**config.mk**
```make
export PLATFORM = sky130hd
export DESIGN_NAME = spo_bank
export DESIGN_NICKNAME = d
export VERILOG_FILES = /design/src/hw/spo_pkg.sv /design/src/hw/spo_rom_seq.sv /design/src/hw/spo_bank.sv
export SDC_FILE = /design/constraint.sdc
export NUM_CORES = 1
export LEC_CHECK = 0
export BUFFER_PORTS_ARGS = -buffer_cell sky130_fd_sc_hd__buf_2
export CORE_MARGIN = 4
export CORE_UTILIZATION = 30
export DETAILED_ROUTE_END_ITERATION = 10
export SLEW_MARGIN = 20
export SYNTH_ARGS = -nofsm -noshare
export SYNTH_HDL_FRONTEND = slang
export SYNTH_HIERARCHICAL = 1
export SYNTH_SLANG_ARGS = --single-unit
```
**constraint.sdc**
```tcl
create_clock -name i_core_clk -period 2.1 [get_ports i_core_clk]
set_input_delay 0.21 -clock i_core_clk [delete_from_list [all_inputs] [get_ports i_core_clk]]
set_output_delay 0.21 -clock i_core_clk [all_outputs]
set_load 0.02 [all_outputs]
```
**src/hw/spo_pkg.sv**
```systemverilog
// Function
// - Input B reference scale at bits [3:2] of the reference register: 00 div1, 01 div4, 10 div8, 11 div16.
// - Input A reference scale at bits [1:0] of the reference register with the same encoding.
// - Channel 1 output scale at bits [3:2] of the channel register: 00 div1, 01 div4, 10 div8, 11 div16.
// - Channel 0 output scale at bits [1:0]: 00 div1, 01 div4, 10 div8, 11 div16.
// - Bit 4 of the loop register picks the 70 degree filter at 0 and the 88.5 degree filter at 1.
// - Loop bandwidth from bits [3:2]: 00 50 Hz, 01 1 Hz, 10 10 Hz, 11 100 Hz.
// - Tolerance from bits [1:0]: 00 10%/8%, 01 12/9.6 ppm, 10 48/38 ppm, 11 200/160 ppm.
// - Writing 1 to bit 0 of the start-transfer register launches a ROM download without reset.
// - The start-transfer bit clears itself when that download finishes.
// - Writing 1 to bit 0 of the override-reset register soft-resets the core and starts a download.
// - The override-reset bit returns to zero when its download completes.
// - Overrides act only when the section enable is 1 and the pin strap select input is low.
// - A read-only status bit stays high while a ROM read is under way.
// - A successful ROM load sets a latched event flag unless masked, cleared only by clear or reset.
package spo_pkg;
    // ----------------------------------------
    // Register map
    // ----------------------------------------
    localparam logic [15:0] ADDR_SECTION_EN = 16'h0C03;
    localparam logic [15:0] ADDR_REF_SCALE = 16'h0C04;
    localparam logic [15:0] ADDR_OUT_SCALE = 16'h0C05;
    localparam logic [15:0] ADDR_LOOP_SEL = 16'h0C06;
    localparam logic [15:0] ADDR_START_XFER = 16'h0C07;
    localparam logic [15:0] ADDR_OVR_RESET = 16'h0C08;
    localparam logic [15:0] ADDR_ROM_STATUS = 16'h0D00;
    localparam logic [15:0] ADDR_EVENT = 16'h0D03;
    localparam logic [15:0] ADDR_EVENT_CTL = 16'h0C0F;

    // ----------------------------------------
    // Field positions and reset values
    // ----------------------------------------
    localparam int SCALE_HI_POS = 2;
    localparam int SCALE_LO_POS = 0;
    localparam int FILTER_POS = 4;
    localparam int TRIG_POS = 0;
    localparam int BUSY_POS = 3;
    localparam int DONE_EV_POS = 4;
    localparam int EV_MASK_POS = 0;
    localparam int EV_CLR_POS = 1;
    localparam logic [7:0] REF_SCALE_RST = 8'h00;
    localparam logic [7:0] OUT_SCALE_RST = 8'h00;
    localparam logic [7:0] LOOP_SEL_RST = 8'h00;
    localparam logic [7:0] SCALE_MASK = 8'h0F;
    localparam logic [7:0] LOOP_MASK = 8'h1F;

    // ----------------------------------------
    // Timing
    // ----------------------------------------
    localparam int CLK_MHZ = 20;
    localparam int ROM_LOAD_US = 10;
    localparam int ROM_LOAD_CYC = ROM_LOAD_US * CLK_MHZ;

    // ----------------------------------------
    // Types
    // ----------------------------------------
    typedef enum logic [1:0] {
        SPO_IDLE = 2'b00,
        SPO_LOAD = 2'b01,
        SPO_DONE = 2'b10
    } spo_state_e;

    typedef struct packed {
        logic [4:0] ref_b_div;
        logic [4:0] ref_a_div;
        logic [4:0] ch1_div;
        logic [4:0] ch0_div;
        logic high_margin_filter_select;
        logic [1:0] loop_bw_code;
        logic [1:0] tol_code;
        logic active;
    } spo_cfg_s;
endpackage

```
**src/hw/spo_rom_seq.sv**
```systemverilog
`timescale 1ns/1ns
`default_nettype none
module spo_rom_seq #(
    parameter int LOAD_CYC = spo_pkg::ROM_LOAD_CYC
) (
    input wire logic i_core_clk,
    input wire logic i_rstn,
    input wire logic i_start,
    output logic o_busy,
    output logic o_done
);
    import spo_pkg::*;

    spo_state_e state_q;
    spo_state_e state_d;
    logic [15:0] cnt_q;
    wire cnt_end = (cnt_q == 16'(LOAD_CYC - 1));

    // Next state of the download sequencer.
    always_comb begin
        case (state_q)
            SPO_IDLE: state_d = i_start ? SPO_LOAD : SPO_IDLE;
            SPO_LOAD: state_d = cnt_end ? SPO_DONE : SPO_LOAD;
            SPO_DONE: state_d = SPO_IDLE;
            default: state_d = SPO_IDLE;
        endcase
    end

    // State and length counter.
    always_ff @(posedge i_core_clk) begin
        if (!i_rstn) begin
            state_q <= SPO_IDLE;
            cnt_q <= 16'h0000;
        end else begin
            state_q <= state_d;
            cnt_q <= (state_q == SPO_LOAD) ? cnt_q + 16'h0001 : 16'h0000;
        end
    end

    assign o_busy = (state_q == SPO_LOAD);
    assign o_done = (state_q == SPO_DONE);
endmodule
`default_nettype wire

```
**src/hw/spo_bank.sv**
```systemverilog
`timescale 1ns/1ns
`default_nettype none
module spo_bank #(
    parameter int LOAD_CYC = spo_pkg::ROM_LOAD_CYC
) (
    input wire logic i_core_clk,
    input wire logic i_rstn,
    input wire logic [15:0] i_addr,
    input wire logic [7:0] i_wdata,
    input wire logic i_wr,
    input wire logic i_rd,
    output logic [7:0] o_rdata,
    input wire logic i_pin_strap_select,
    output spo_pkg::spo_cfg_s o_cfg,
    output logic o_rom_busy,
    output logic o_soft_reset
);
    import spo_pkg::*;

    // ----------------------------------------
    // Address decode
    // ----------------------------------------
    // One write select per writable register.
    wire wr_en = i_wr && (i_addr == ADDR_SECTION_EN);
    wire wr_ref = i_wr && (i_addr == ADDR_REF_SCALE);
    wire wr_out = i_wr && (i_addr == ADDR_OUT_SCALE);
    wire wr_loop = i_wr && (i_addr == ADDR_LOOP_SEL);
    wire wr_xfer = i_wr && (i_addr == ADDR_START_XFER);
    wire wr_ovr = i_wr && (i_addr == ADDR_OVR_RESET);
    wire wr_evc = i_wr && (i_addr == ADDR_EVENT_CTL);

    // ----------------------------------------
    // Storage
    // ----------------------------------------
    logic en_q;
    logic [7:0] ref_q;
    logic [7:0] out_q;
    logic [7:0] loop_q;
    logic xfer_q;
    logic ovr_q;
    logic ev_mask_q;
    logic ev_done_q;
    logic soft_rst_q;
    logic [7:0] rdata_q;
    logic rom_busy;
    logic rom_done;

    // A trigger write only launches a download when none is running.
    // start transfer
    wire start_xfer = wr_xfer && i_wdata[TRIG_POS];
    wire start_ovr = wr_ovr && i_wdata[TRIG_POS];
    wire rom_start = (start_xfer || start_ovr) && !rom_busy && !xfer_q && !ovr_q;

    // Configuration registers keep only their defined bits.
    always_ff @(posedge i_core_clk) begin
        if (!i_rstn) begin
            en_q <= 1'b0;
            ref_q <= REF_SCALE_RST;
            out_q <= OUT_SCALE_RST;
            loop_q <= LOOP_SEL_RST;
            ev_mask_q <= 1'b0;
        end else begin
            if (wr_en) en_q <= i_wdata[0];
            if (wr_ref) ref_q <= i_wdata & SCALE_MASK;
            if (wr_out) out_q <= i_wdata & SCALE_MASK;
            if (wr_loop) loop_q <= i_wdata & LOOP_MASK;
            if (wr_evc) ev_mask_q <= i_wdata[EV_MASK_POS];
        end
    end

    // Self-clearing triggers; the done of their download drops them.
    always_ff @(posedge i_core_clk) begin
        if (!i_rstn) begin
            xfer_q <= 1'b0;
            ovr_q <= 1'b0;
            soft_rst_q <= 1'b0;
        end else begin
            if (rom_done) xfer_q <= 1'b0;
            else if (rom_start && start_xfer) xfer_q <= 1'b1;
            if (rom_done) ovr_q <= 1'b0;
            else if (rom_start && start_ovr) ovr_q <= 1'b1;
            soft_rst_q <= rom_start && start_ovr;
        end
    end

    // Latched load-complete event; a new event wins over a clear.
    always_ff @(posedge i_core_clk) begin
        if (!i_rstn) begin
            ev_done_q <= 1'b0;
        end else begin
            if (rom_done && !ev_mask_q) ev_done_q <= 1'b1;
            else if (wr_evc && i_wdata[EV_CLR_POS]) ev_done_q <= 1'b0;
        end
    end

    // ----------------------------------------
    // Download sequencer
    // ----------------------------------------
    spo_rom_seq #(
        .LOAD_CYC(LOAD_CYC)
    ) u_seq (
        .i_core_clk(i_core_clk),
        .i_rstn(i_rstn),
        .i_start(rom_start),
        .o_busy(rom_busy),
        .o_done(rom_done)
    );

    // ----------------------------------------
    // Read back
    // ----------------------------------------
    // Read mux; unmapped addresses return zero.
    logic [7:0] rd_mux;
    always_comb begin
        rd_mux = 8'h00;
        case (i_addr)
            ADDR_SECTION_EN: rd_mux = {7'h00, en_q};
            ADDR_REF_SCALE: rd_mux = ref_q;
            ADDR_OUT_SCALE: rd_mux = out_q;
            ADDR_LOOP_SEL: rd_mux = loop_q;
            ADDR_START_XFER: rd_mux = {7'h00, xfer_q};
            ADDR_OVR_RESET: rd_mux = {7'h00, ovr_q};
            ADDR_ROM_STATUS: rd_mux = 8'(rom_busy) << BUSY_POS;
            ADDR_EVENT: rd_mux = 8'(ev_done_q) << DONE_EV_POS;
            ADDR_EVENT_CTL: rd_mux = {7'h00, ev_mask_q};
            default: rd_mux = 8'h00;
        endcase
    end

    // Read data registered for the cycle after the strobe.
    always_ff @(posedge i_core_clk) begin
        if (!i_rstn) rdata_q <= 8'h00;
        else rdata_q <= i_rd ? rd_mux : 8'h00;
    end

    // ----------------------------------------
    // Decoded overrides
    // ----------------------------------------
    // Scale code to divide ratio: 1, 4, 8 or 16.
    function automatic logic [4:0] div_of(input logic [1:0] code);
        case (code)
            2'b00: div_of = 5'h01;
            2'b01: div_of = 5'h04;
            2'b10: div_of = 5'h08;
            2'b11: div_of = 5'h10;
            default: div_of = 5'h01;
        endcase
    endfunction

    spo_cfg_s cfg_d;
    spo_cfg_s cfg_q;
    // Overrides gated by the section enable and the strap pin.
    always_comb begin
        cfg_d.active = en_q && !i_pin_strap_select;
        cfg_d.ref_b_div = div_of(ref_q[SCALE_HI_POS +: 2]);
        cfg_d.ref_a_div = div_of(ref_q[SCALE_LO_POS +: 2]);
        cfg_d.ch1_div = div_of(out_q[SCALE_HI_POS +: 2]);
        cfg_d.ch0_div = div_of(out_q[SCALE_LO_POS +: 2]);
        cfg_d.high_margin_filter_select = loop_q[FILTER_POS];
        cfg_d.loop_bw_code = loop_q[SCALE_HI_POS +: 2];
        cfg_d.tol_code = loop_q[SCALE_LO_POS +: 2];
    end

    // Output flops for the configuration word.
    always_ff @(posedge i_core_clk) begin
        if (!i_rstn) cfg_q <= '0;
        else cfg_q <= cfg_d;
    end

    assign o_cfg = cfg_q;
    assign o_rdata = rdata_q;
    assign o_rom_busy = rom_busy;
    assign o_soft_reset = soft_rst_q;

    // ----------------------------------------
    // Checker helpers
    // ----------------------------------------
    // Field views and event conditions used by the checks below.
    wire [1:0] chk_ref_b = ref_q[SCALE_HI_POS +: 2];
    wire [1:0] chk_ref_a = ref_q[SCALE_LO_POS +: 2];
    wire [1:0] chk_ch1 = out_q[SCALE_HI_POS +: 2];
    wire [1:0] chk_ch0 = out_q[SCALE_LO_POS +: 2];
    wire [1:0] chk_bw = loop_q[SCALE_HI_POS +: 2];
    wire [1:0] chk_tol = loop_q[SCALE_LO_POS +: 2];
    wire chk_ev_clr = wr_evc && i_wdata[EV_CLR_POS];
    wire chk_ev_set = rom_done && !ev_mask_q;

    // Counts the cycles of the running download, since the full length is too long to repeat.
    logic [15:0] chk_busy_q;
    always_ff @(posedge i_core_clk) begin
        if (!i_rstn) chk_busy_q <= 16'h0000;
        else if (rom_busy) chk_busy_q <= chk_busy_q + 16'h0001;
        else chk_busy_q <= 16'h0000;
    end
endmodule
`default_nettype wire

```
# Word level (Yosys, flattened, before mapping)
# Index checks and enable logic that the tools add are counted.
word_totals:
  ff_bits: 71
  input_bits: 29
classes:
  n_eq_ne: 24
  bitwise_logic: 1
  add_sub_neg: 1
  muxes: 10
  n_reduce_logical: 32
op_table:
  columns: ["operator", "count"]
  rows:
  - ["equality test 16 x 12 -> 1 bit, second input constant", 9]
  - ["one-hot mux 5 bit (4 select lines)", 4]
  - ["one-hot mux 5 bit (9 select lines)", 1]
  - ["equality test 2 bit, second input constant", 9]
  - ["logical AND 1 bit", 17]
  - ["adder 16 x 1 -> 16 bit, second input constant", 1]
  - ["equality test 16 x 8 -> 1 bit, second input constant", 1]
  - ["equality test 2 x 1 -> 1 bit, second input constant", 5]
  - ["logical NOT 2 bit", 5]
  - ["logical NOT 1 bit", 5]
  - ["one-hot mux 2 bit (2 select lines)", 1]
  - ["AND reduction 2 bit", 2]
  - ["two-way mux 1 bit", 3]
  - ["two-way mux 2 bit", 1]
  - ["nonzero test 2 bit", 1]
  - ["OR reduction 2 bit", 1]
  - ["logical OR 1 bit", 1]
  - ["inverter 1 bit", 1]

# Depth between registers and ports, before layout
logic_depth:
  ltp_word: 9
  mapped_depth: 7
  mapped_depth_nobuf: 6

# Hierarchy
# Netlist, hierarchy kept.
by_module_without_submodules:
  columns: ["module", "instances", "seq_area_each_um2", "area_each_um2", "cells_per_inst"]
  rows:
  - ["spo_bank", 1, 920.9, 1876.8, 187]
  - ["spo_rom_seq", 1, 360.3, 848.3, 96]

# Least setup slack after synthesis
# No wires, ideal clock.
synth_timing:
  kind: "input-to-reg"
  from: "input i_addr[5]"
  to: "register u_seq.state_q[0]"
  required_ns: 2.009
  stages: 6
  setup_slack_ns: 0.336
  arrival_ns: 1.673
  path_buffers: 0
  path_cell_list: "or4_4 -> or3_4 -> a2bb2oi_1 -> nor2_1 -> nor2_1 -> a311oi_1"
synth_between:
  elab_chain_cells: 9
synth_rtl:
  columns: ["element", "line", "source"]
  rows:
  - ["start: declaration", "spo_bank.sv:8", "input wire logic [15:0] i_addr,"]
  - ["equality test 16 x 12 -> 1 bit, on equally long branches", "spo_bank.sv:28, spo_bank.sv:29", null]
  - ["logical AND 1 bit, on equally long branches", "spo_bank.sv:28, spo_bank.sv:29", null]
  - ["logical AND 1 bit, on equally long branches", "spo_bank.sv:50, spo_bank.sv:51", null]
  - ["logical OR 1 bit *", "spo_bank.sv:52", "wire rom_start = (start_xfer || start_ovr) && !rom_busy && !xfer_q && !ovr_q;"]
  - ["logical AND 1 bit * (3 in a row)", "spo_bank.sv:52", null]
  - ["via rom_start", "spo_bank.sv:52", null]
  - ["two-way mux 1 bit *", "spo_rom_seq.sv:22", "SPO_IDLE: state_d = i_start ? SPO_LOAD : SPO_IDLE;"]
  - ["one-hot mux 2 bit (2 select lines) *", "spo_rom_seq.sv:21", "case (state_q)"]
  - ["end signal: assignment", "spo_rom_seq.sv:35", "state_q <= state_d;"]
  - ["end: declaration", "spo_rom_seq.sv:14", "spo_state_e state_q;"]
# Mark *: on every way through the listed nets, which the timed path passes. The rest lies on a longest branch.
# A chain may end at the register's enable or synchronous reset.

# Worst setup path after layout
# Ends and elaborated chain as after synthesis.

==> impl_metrics.ini <==
[run_status]
status = complete, no violations

[cts]
cts_made_buffers = 9
cts_tree = done
holdBufCountCts = 0
htreeDepth = 3
cts_setup_buffers = 0
clock_sinks = 64
cts_max_path_buffers = 2
cts-root-buf = clkbuf_8
clk_transition_reported_paths_ps = 70
cts_resized = 0
clock_latency_ps = 340

[floorplanning]
die_y_um = 103
die_x_um = 103
coreArea_sq_um = 8760
row_count = 34
dieArea_sq_um = 10700
start_util_pct = 31.1
ios = 65

[power]
power.switching_w = 0.000586
power_frac_seq_pct = 48.3
p_leak_nw = 1.46
switching_share_pct = 23.2
pwr_density_cell_nw_per_um2 = 763
ir_drop_mv = 0.382
power_frac_comb_pct = 4.4
p_clk_share_pct = 47.3
cellInternalPower_w = 0.00194

[grt]
overflow = 0
grt_util_all_layers_pct = 11.5
grt_pass1_wl_um = 9360
grt_antenna_before_repair = 1
grt_pass1_vias = 1955
grt_max_degree = 16

[setup_path]
startpoint_type = primary input
crit_fanout = 5
worstPathArrival_ps = 1890
crit_type = primary input to flip-flop
worstPathRequired_ps = 2360
reg2reg_slack_ps = 540
cp-end-kind = flip-flop

[routing]
wl_um = 5920
drc = 0
wire_per_inst_um = 13.1
ant_nets = 0
dr_total_vias = 2130
drt-initial-drc-count = 58
first_pass_iters = 4
drt-vias-per-instance = 4.70

[logic_synthesis]
yosysMostFrequentCell = dfxtp_1
seq_area_frac_synth_pct = 47.0
async_reset_ff_share_pct = 0
netlist_area_sq_um = 2730
synth_top_area_share_pct = 47.0
synth-seq-cells = 64
synth.area.top_cells = dfxtp_1, mux2i_1, nand2_1, nor2_1, xnor2_1
avgSynthCellArea_sq_um = 9.63
synth_edf_count = 0
syn_inst = 283
ys.flop_type = dfxtp_1
synthTopCellsByCount = dfxtp_1, nand2_1, nor2_1, mux2i_1, inv_1
yosys_warnings = 6
yosysTopAreaCell = dfxtp_1
synth_cell_types = 57

[place]
place_area_sq_um = 3080
numPortBuffers = 54
dpl.hpwl_um = 4460
place.gp.congestion = 0.893

[sta]
timing.fmax_ghz = 0.612
min_period_ps = 1640
fin_setup_tns_ps = 0
grt_setup_unrepaired = false
fin_crit_sh_pct = 77.9
hold_violations = 0
clock_skew_ps = 5.88
finalHoldWorstSlack_ps = 53.7
setup_viol = 0
slew_viol_final = 0

[flow_run]
cap_viol_max_count = 0

[worst_hold_path]
hold_class = primary input to flip-flop

[final_layout]
antennaDiodeCount = 0
stdcell_area_sq_um = 3310
nFillCells = 889
drive_gt1_share_pct = 27.2
area.growth.synth_to_final_pct = 21.3
layout.nets = 370
[per-stage QoR]
stage	util [%]	std cells	total power, W	worst slack (ps)
5_1_grt	37.7	453	0.00263	403
4_1_cts	37.7	453	0.00256	483
3_5_place_dp	35.1	437	0.00136	113
3_3_place_gp	35.1	437	0.00136	143
2_1_floorplan	-	289	0.00133	336
6_report	37.7	453	0.00252	465
[critical path, cell delays in order]
cell,delay (ps)
buf_2,90
or4_4,590
or3_4,430
a2bb2oi_1,150
nor2_1,150
nor2_1,50
a311oi_1,220
[registers in the layout (all words and copies together) (netlist names)]
signal / count
o_soft_reset: 1
o_rdata: 5
xfer_q: 1
out_q: 4
ev_done_q: 1
ovr_q: 1
ref_q: 4
u_seq/cnt_q: 16
en_q: 1
loop_q: 5
ev_mask_q: 1
o_cfg: 22
u_seq/state_q: 2
[cells by family (layout without fill, tap and decap cells)]
group	count (synthesis)	in the layout	synth area share (%)
other cells	1	7	0.138
mux	18	18	7.12
buf+inv	31	87	5.60
flops	64	64	47.0
fa+ha+maj	1	1	0.459
xor+xnor	11	11	3.54
simple gates	133	133	30.0
compound gates	24	24	6.11
[area by class of cell]
class / instances / area, sq um / area share (%)
clock buffer: 9 / 124 / 3.75
clock inverter: 7 / 103 / 3.10
inverter: 13 / 48.8 / 1.48
multi-input combinational: 194 / 1310 / 39.7
sequential: 64 / 1280 / 38.8
tap: 108 / 135 / 4.09
timing repair buffer: 58 / 300 / 9.08
[path summary, 6_finish.rpt]
| path | from | endpoint | cells after the start |
|---|---|---|---|
| hold / removal | i_pin_strap_select | o_cfg[0] | 2 |
| setup reg to reg | u_seq/cnt_q[2] | u_seq/cnt_q[15] | 4 |
| setup / recovery | i_addr[5] | u_seq/state_q[0] | 7 |
| hold reg to reg | loop_q[1] | o_cfg[2] | 2 |
[power by group through the flow]
stage | Clock, W | Sequential, W | Combinational (W)
after global placement | 0 | 0.00125 | 0.000111
after floorplan | 0 | 0.00125 | 0.0000737
after CTS | 0.00123 | 0.00122 | 0.000112
after detailed placement | 0 | 0.00125 | 0.000112
final | 0.00119 | 0.00122 | 0.000111
after global routing | 0.00129 | 0.00122 | 0.000121
[placed cells by master, fill, tap and decap left out, drive strengths merged, types with 2 or more instances in the layout]
| master | Yosys | layout |
|---|---|---|
| nor2b | 5 | 5 |
| bufinv | 0 | 2 |
| nor4 | 9 | 9 |
| nand4 | 5 | 5 |
| nand3b | 3 | 3 |
| and4b | 2 | 2 |
| nor2 | 30 | 30 |
| clkbuf | 6 | 9 |
| nor4b | 2 | 2 |
| conb | 1 | 7 |
| nand2 | 30 | 30 |
| mux2i | 16 | 16 |
| o21ai | 2 | 2 |
| and3 | 4 | 4 |
| inv | 13 | 16 |
| xor2 | 2 | 2 |
| dfxtp | 64 | 64 |
| a21oi | 8 | 8 |
| nand3 | 15 | 15 |
| xnor2 | 9 | 9 |
| or3 | 3 | 3 |
| nor3b | 7 | 7 |
| buf | 12 | 58 |
| nor3 | 12 | 12 |
| a31oi | 2 | 2 |
| or4 | 2 | 2 |
[per-layer routing]
layer | vias to the layer above | part of all wire [%] | GRT usage, % | wire, um
li1 | 1082 | - | - | -
met2 | 54 | 49 | 18.8 | 2880
met5 | - | 0.12 | 0 | 7
met4 | 2 | 1.3 | 4.78 | 77
met3 | 9 | 6.1 | 4.23 | 363
met1 | 983 | 44 | 13.8 | 2600
No activity file was read; power rests on OpenSTA's default activity.
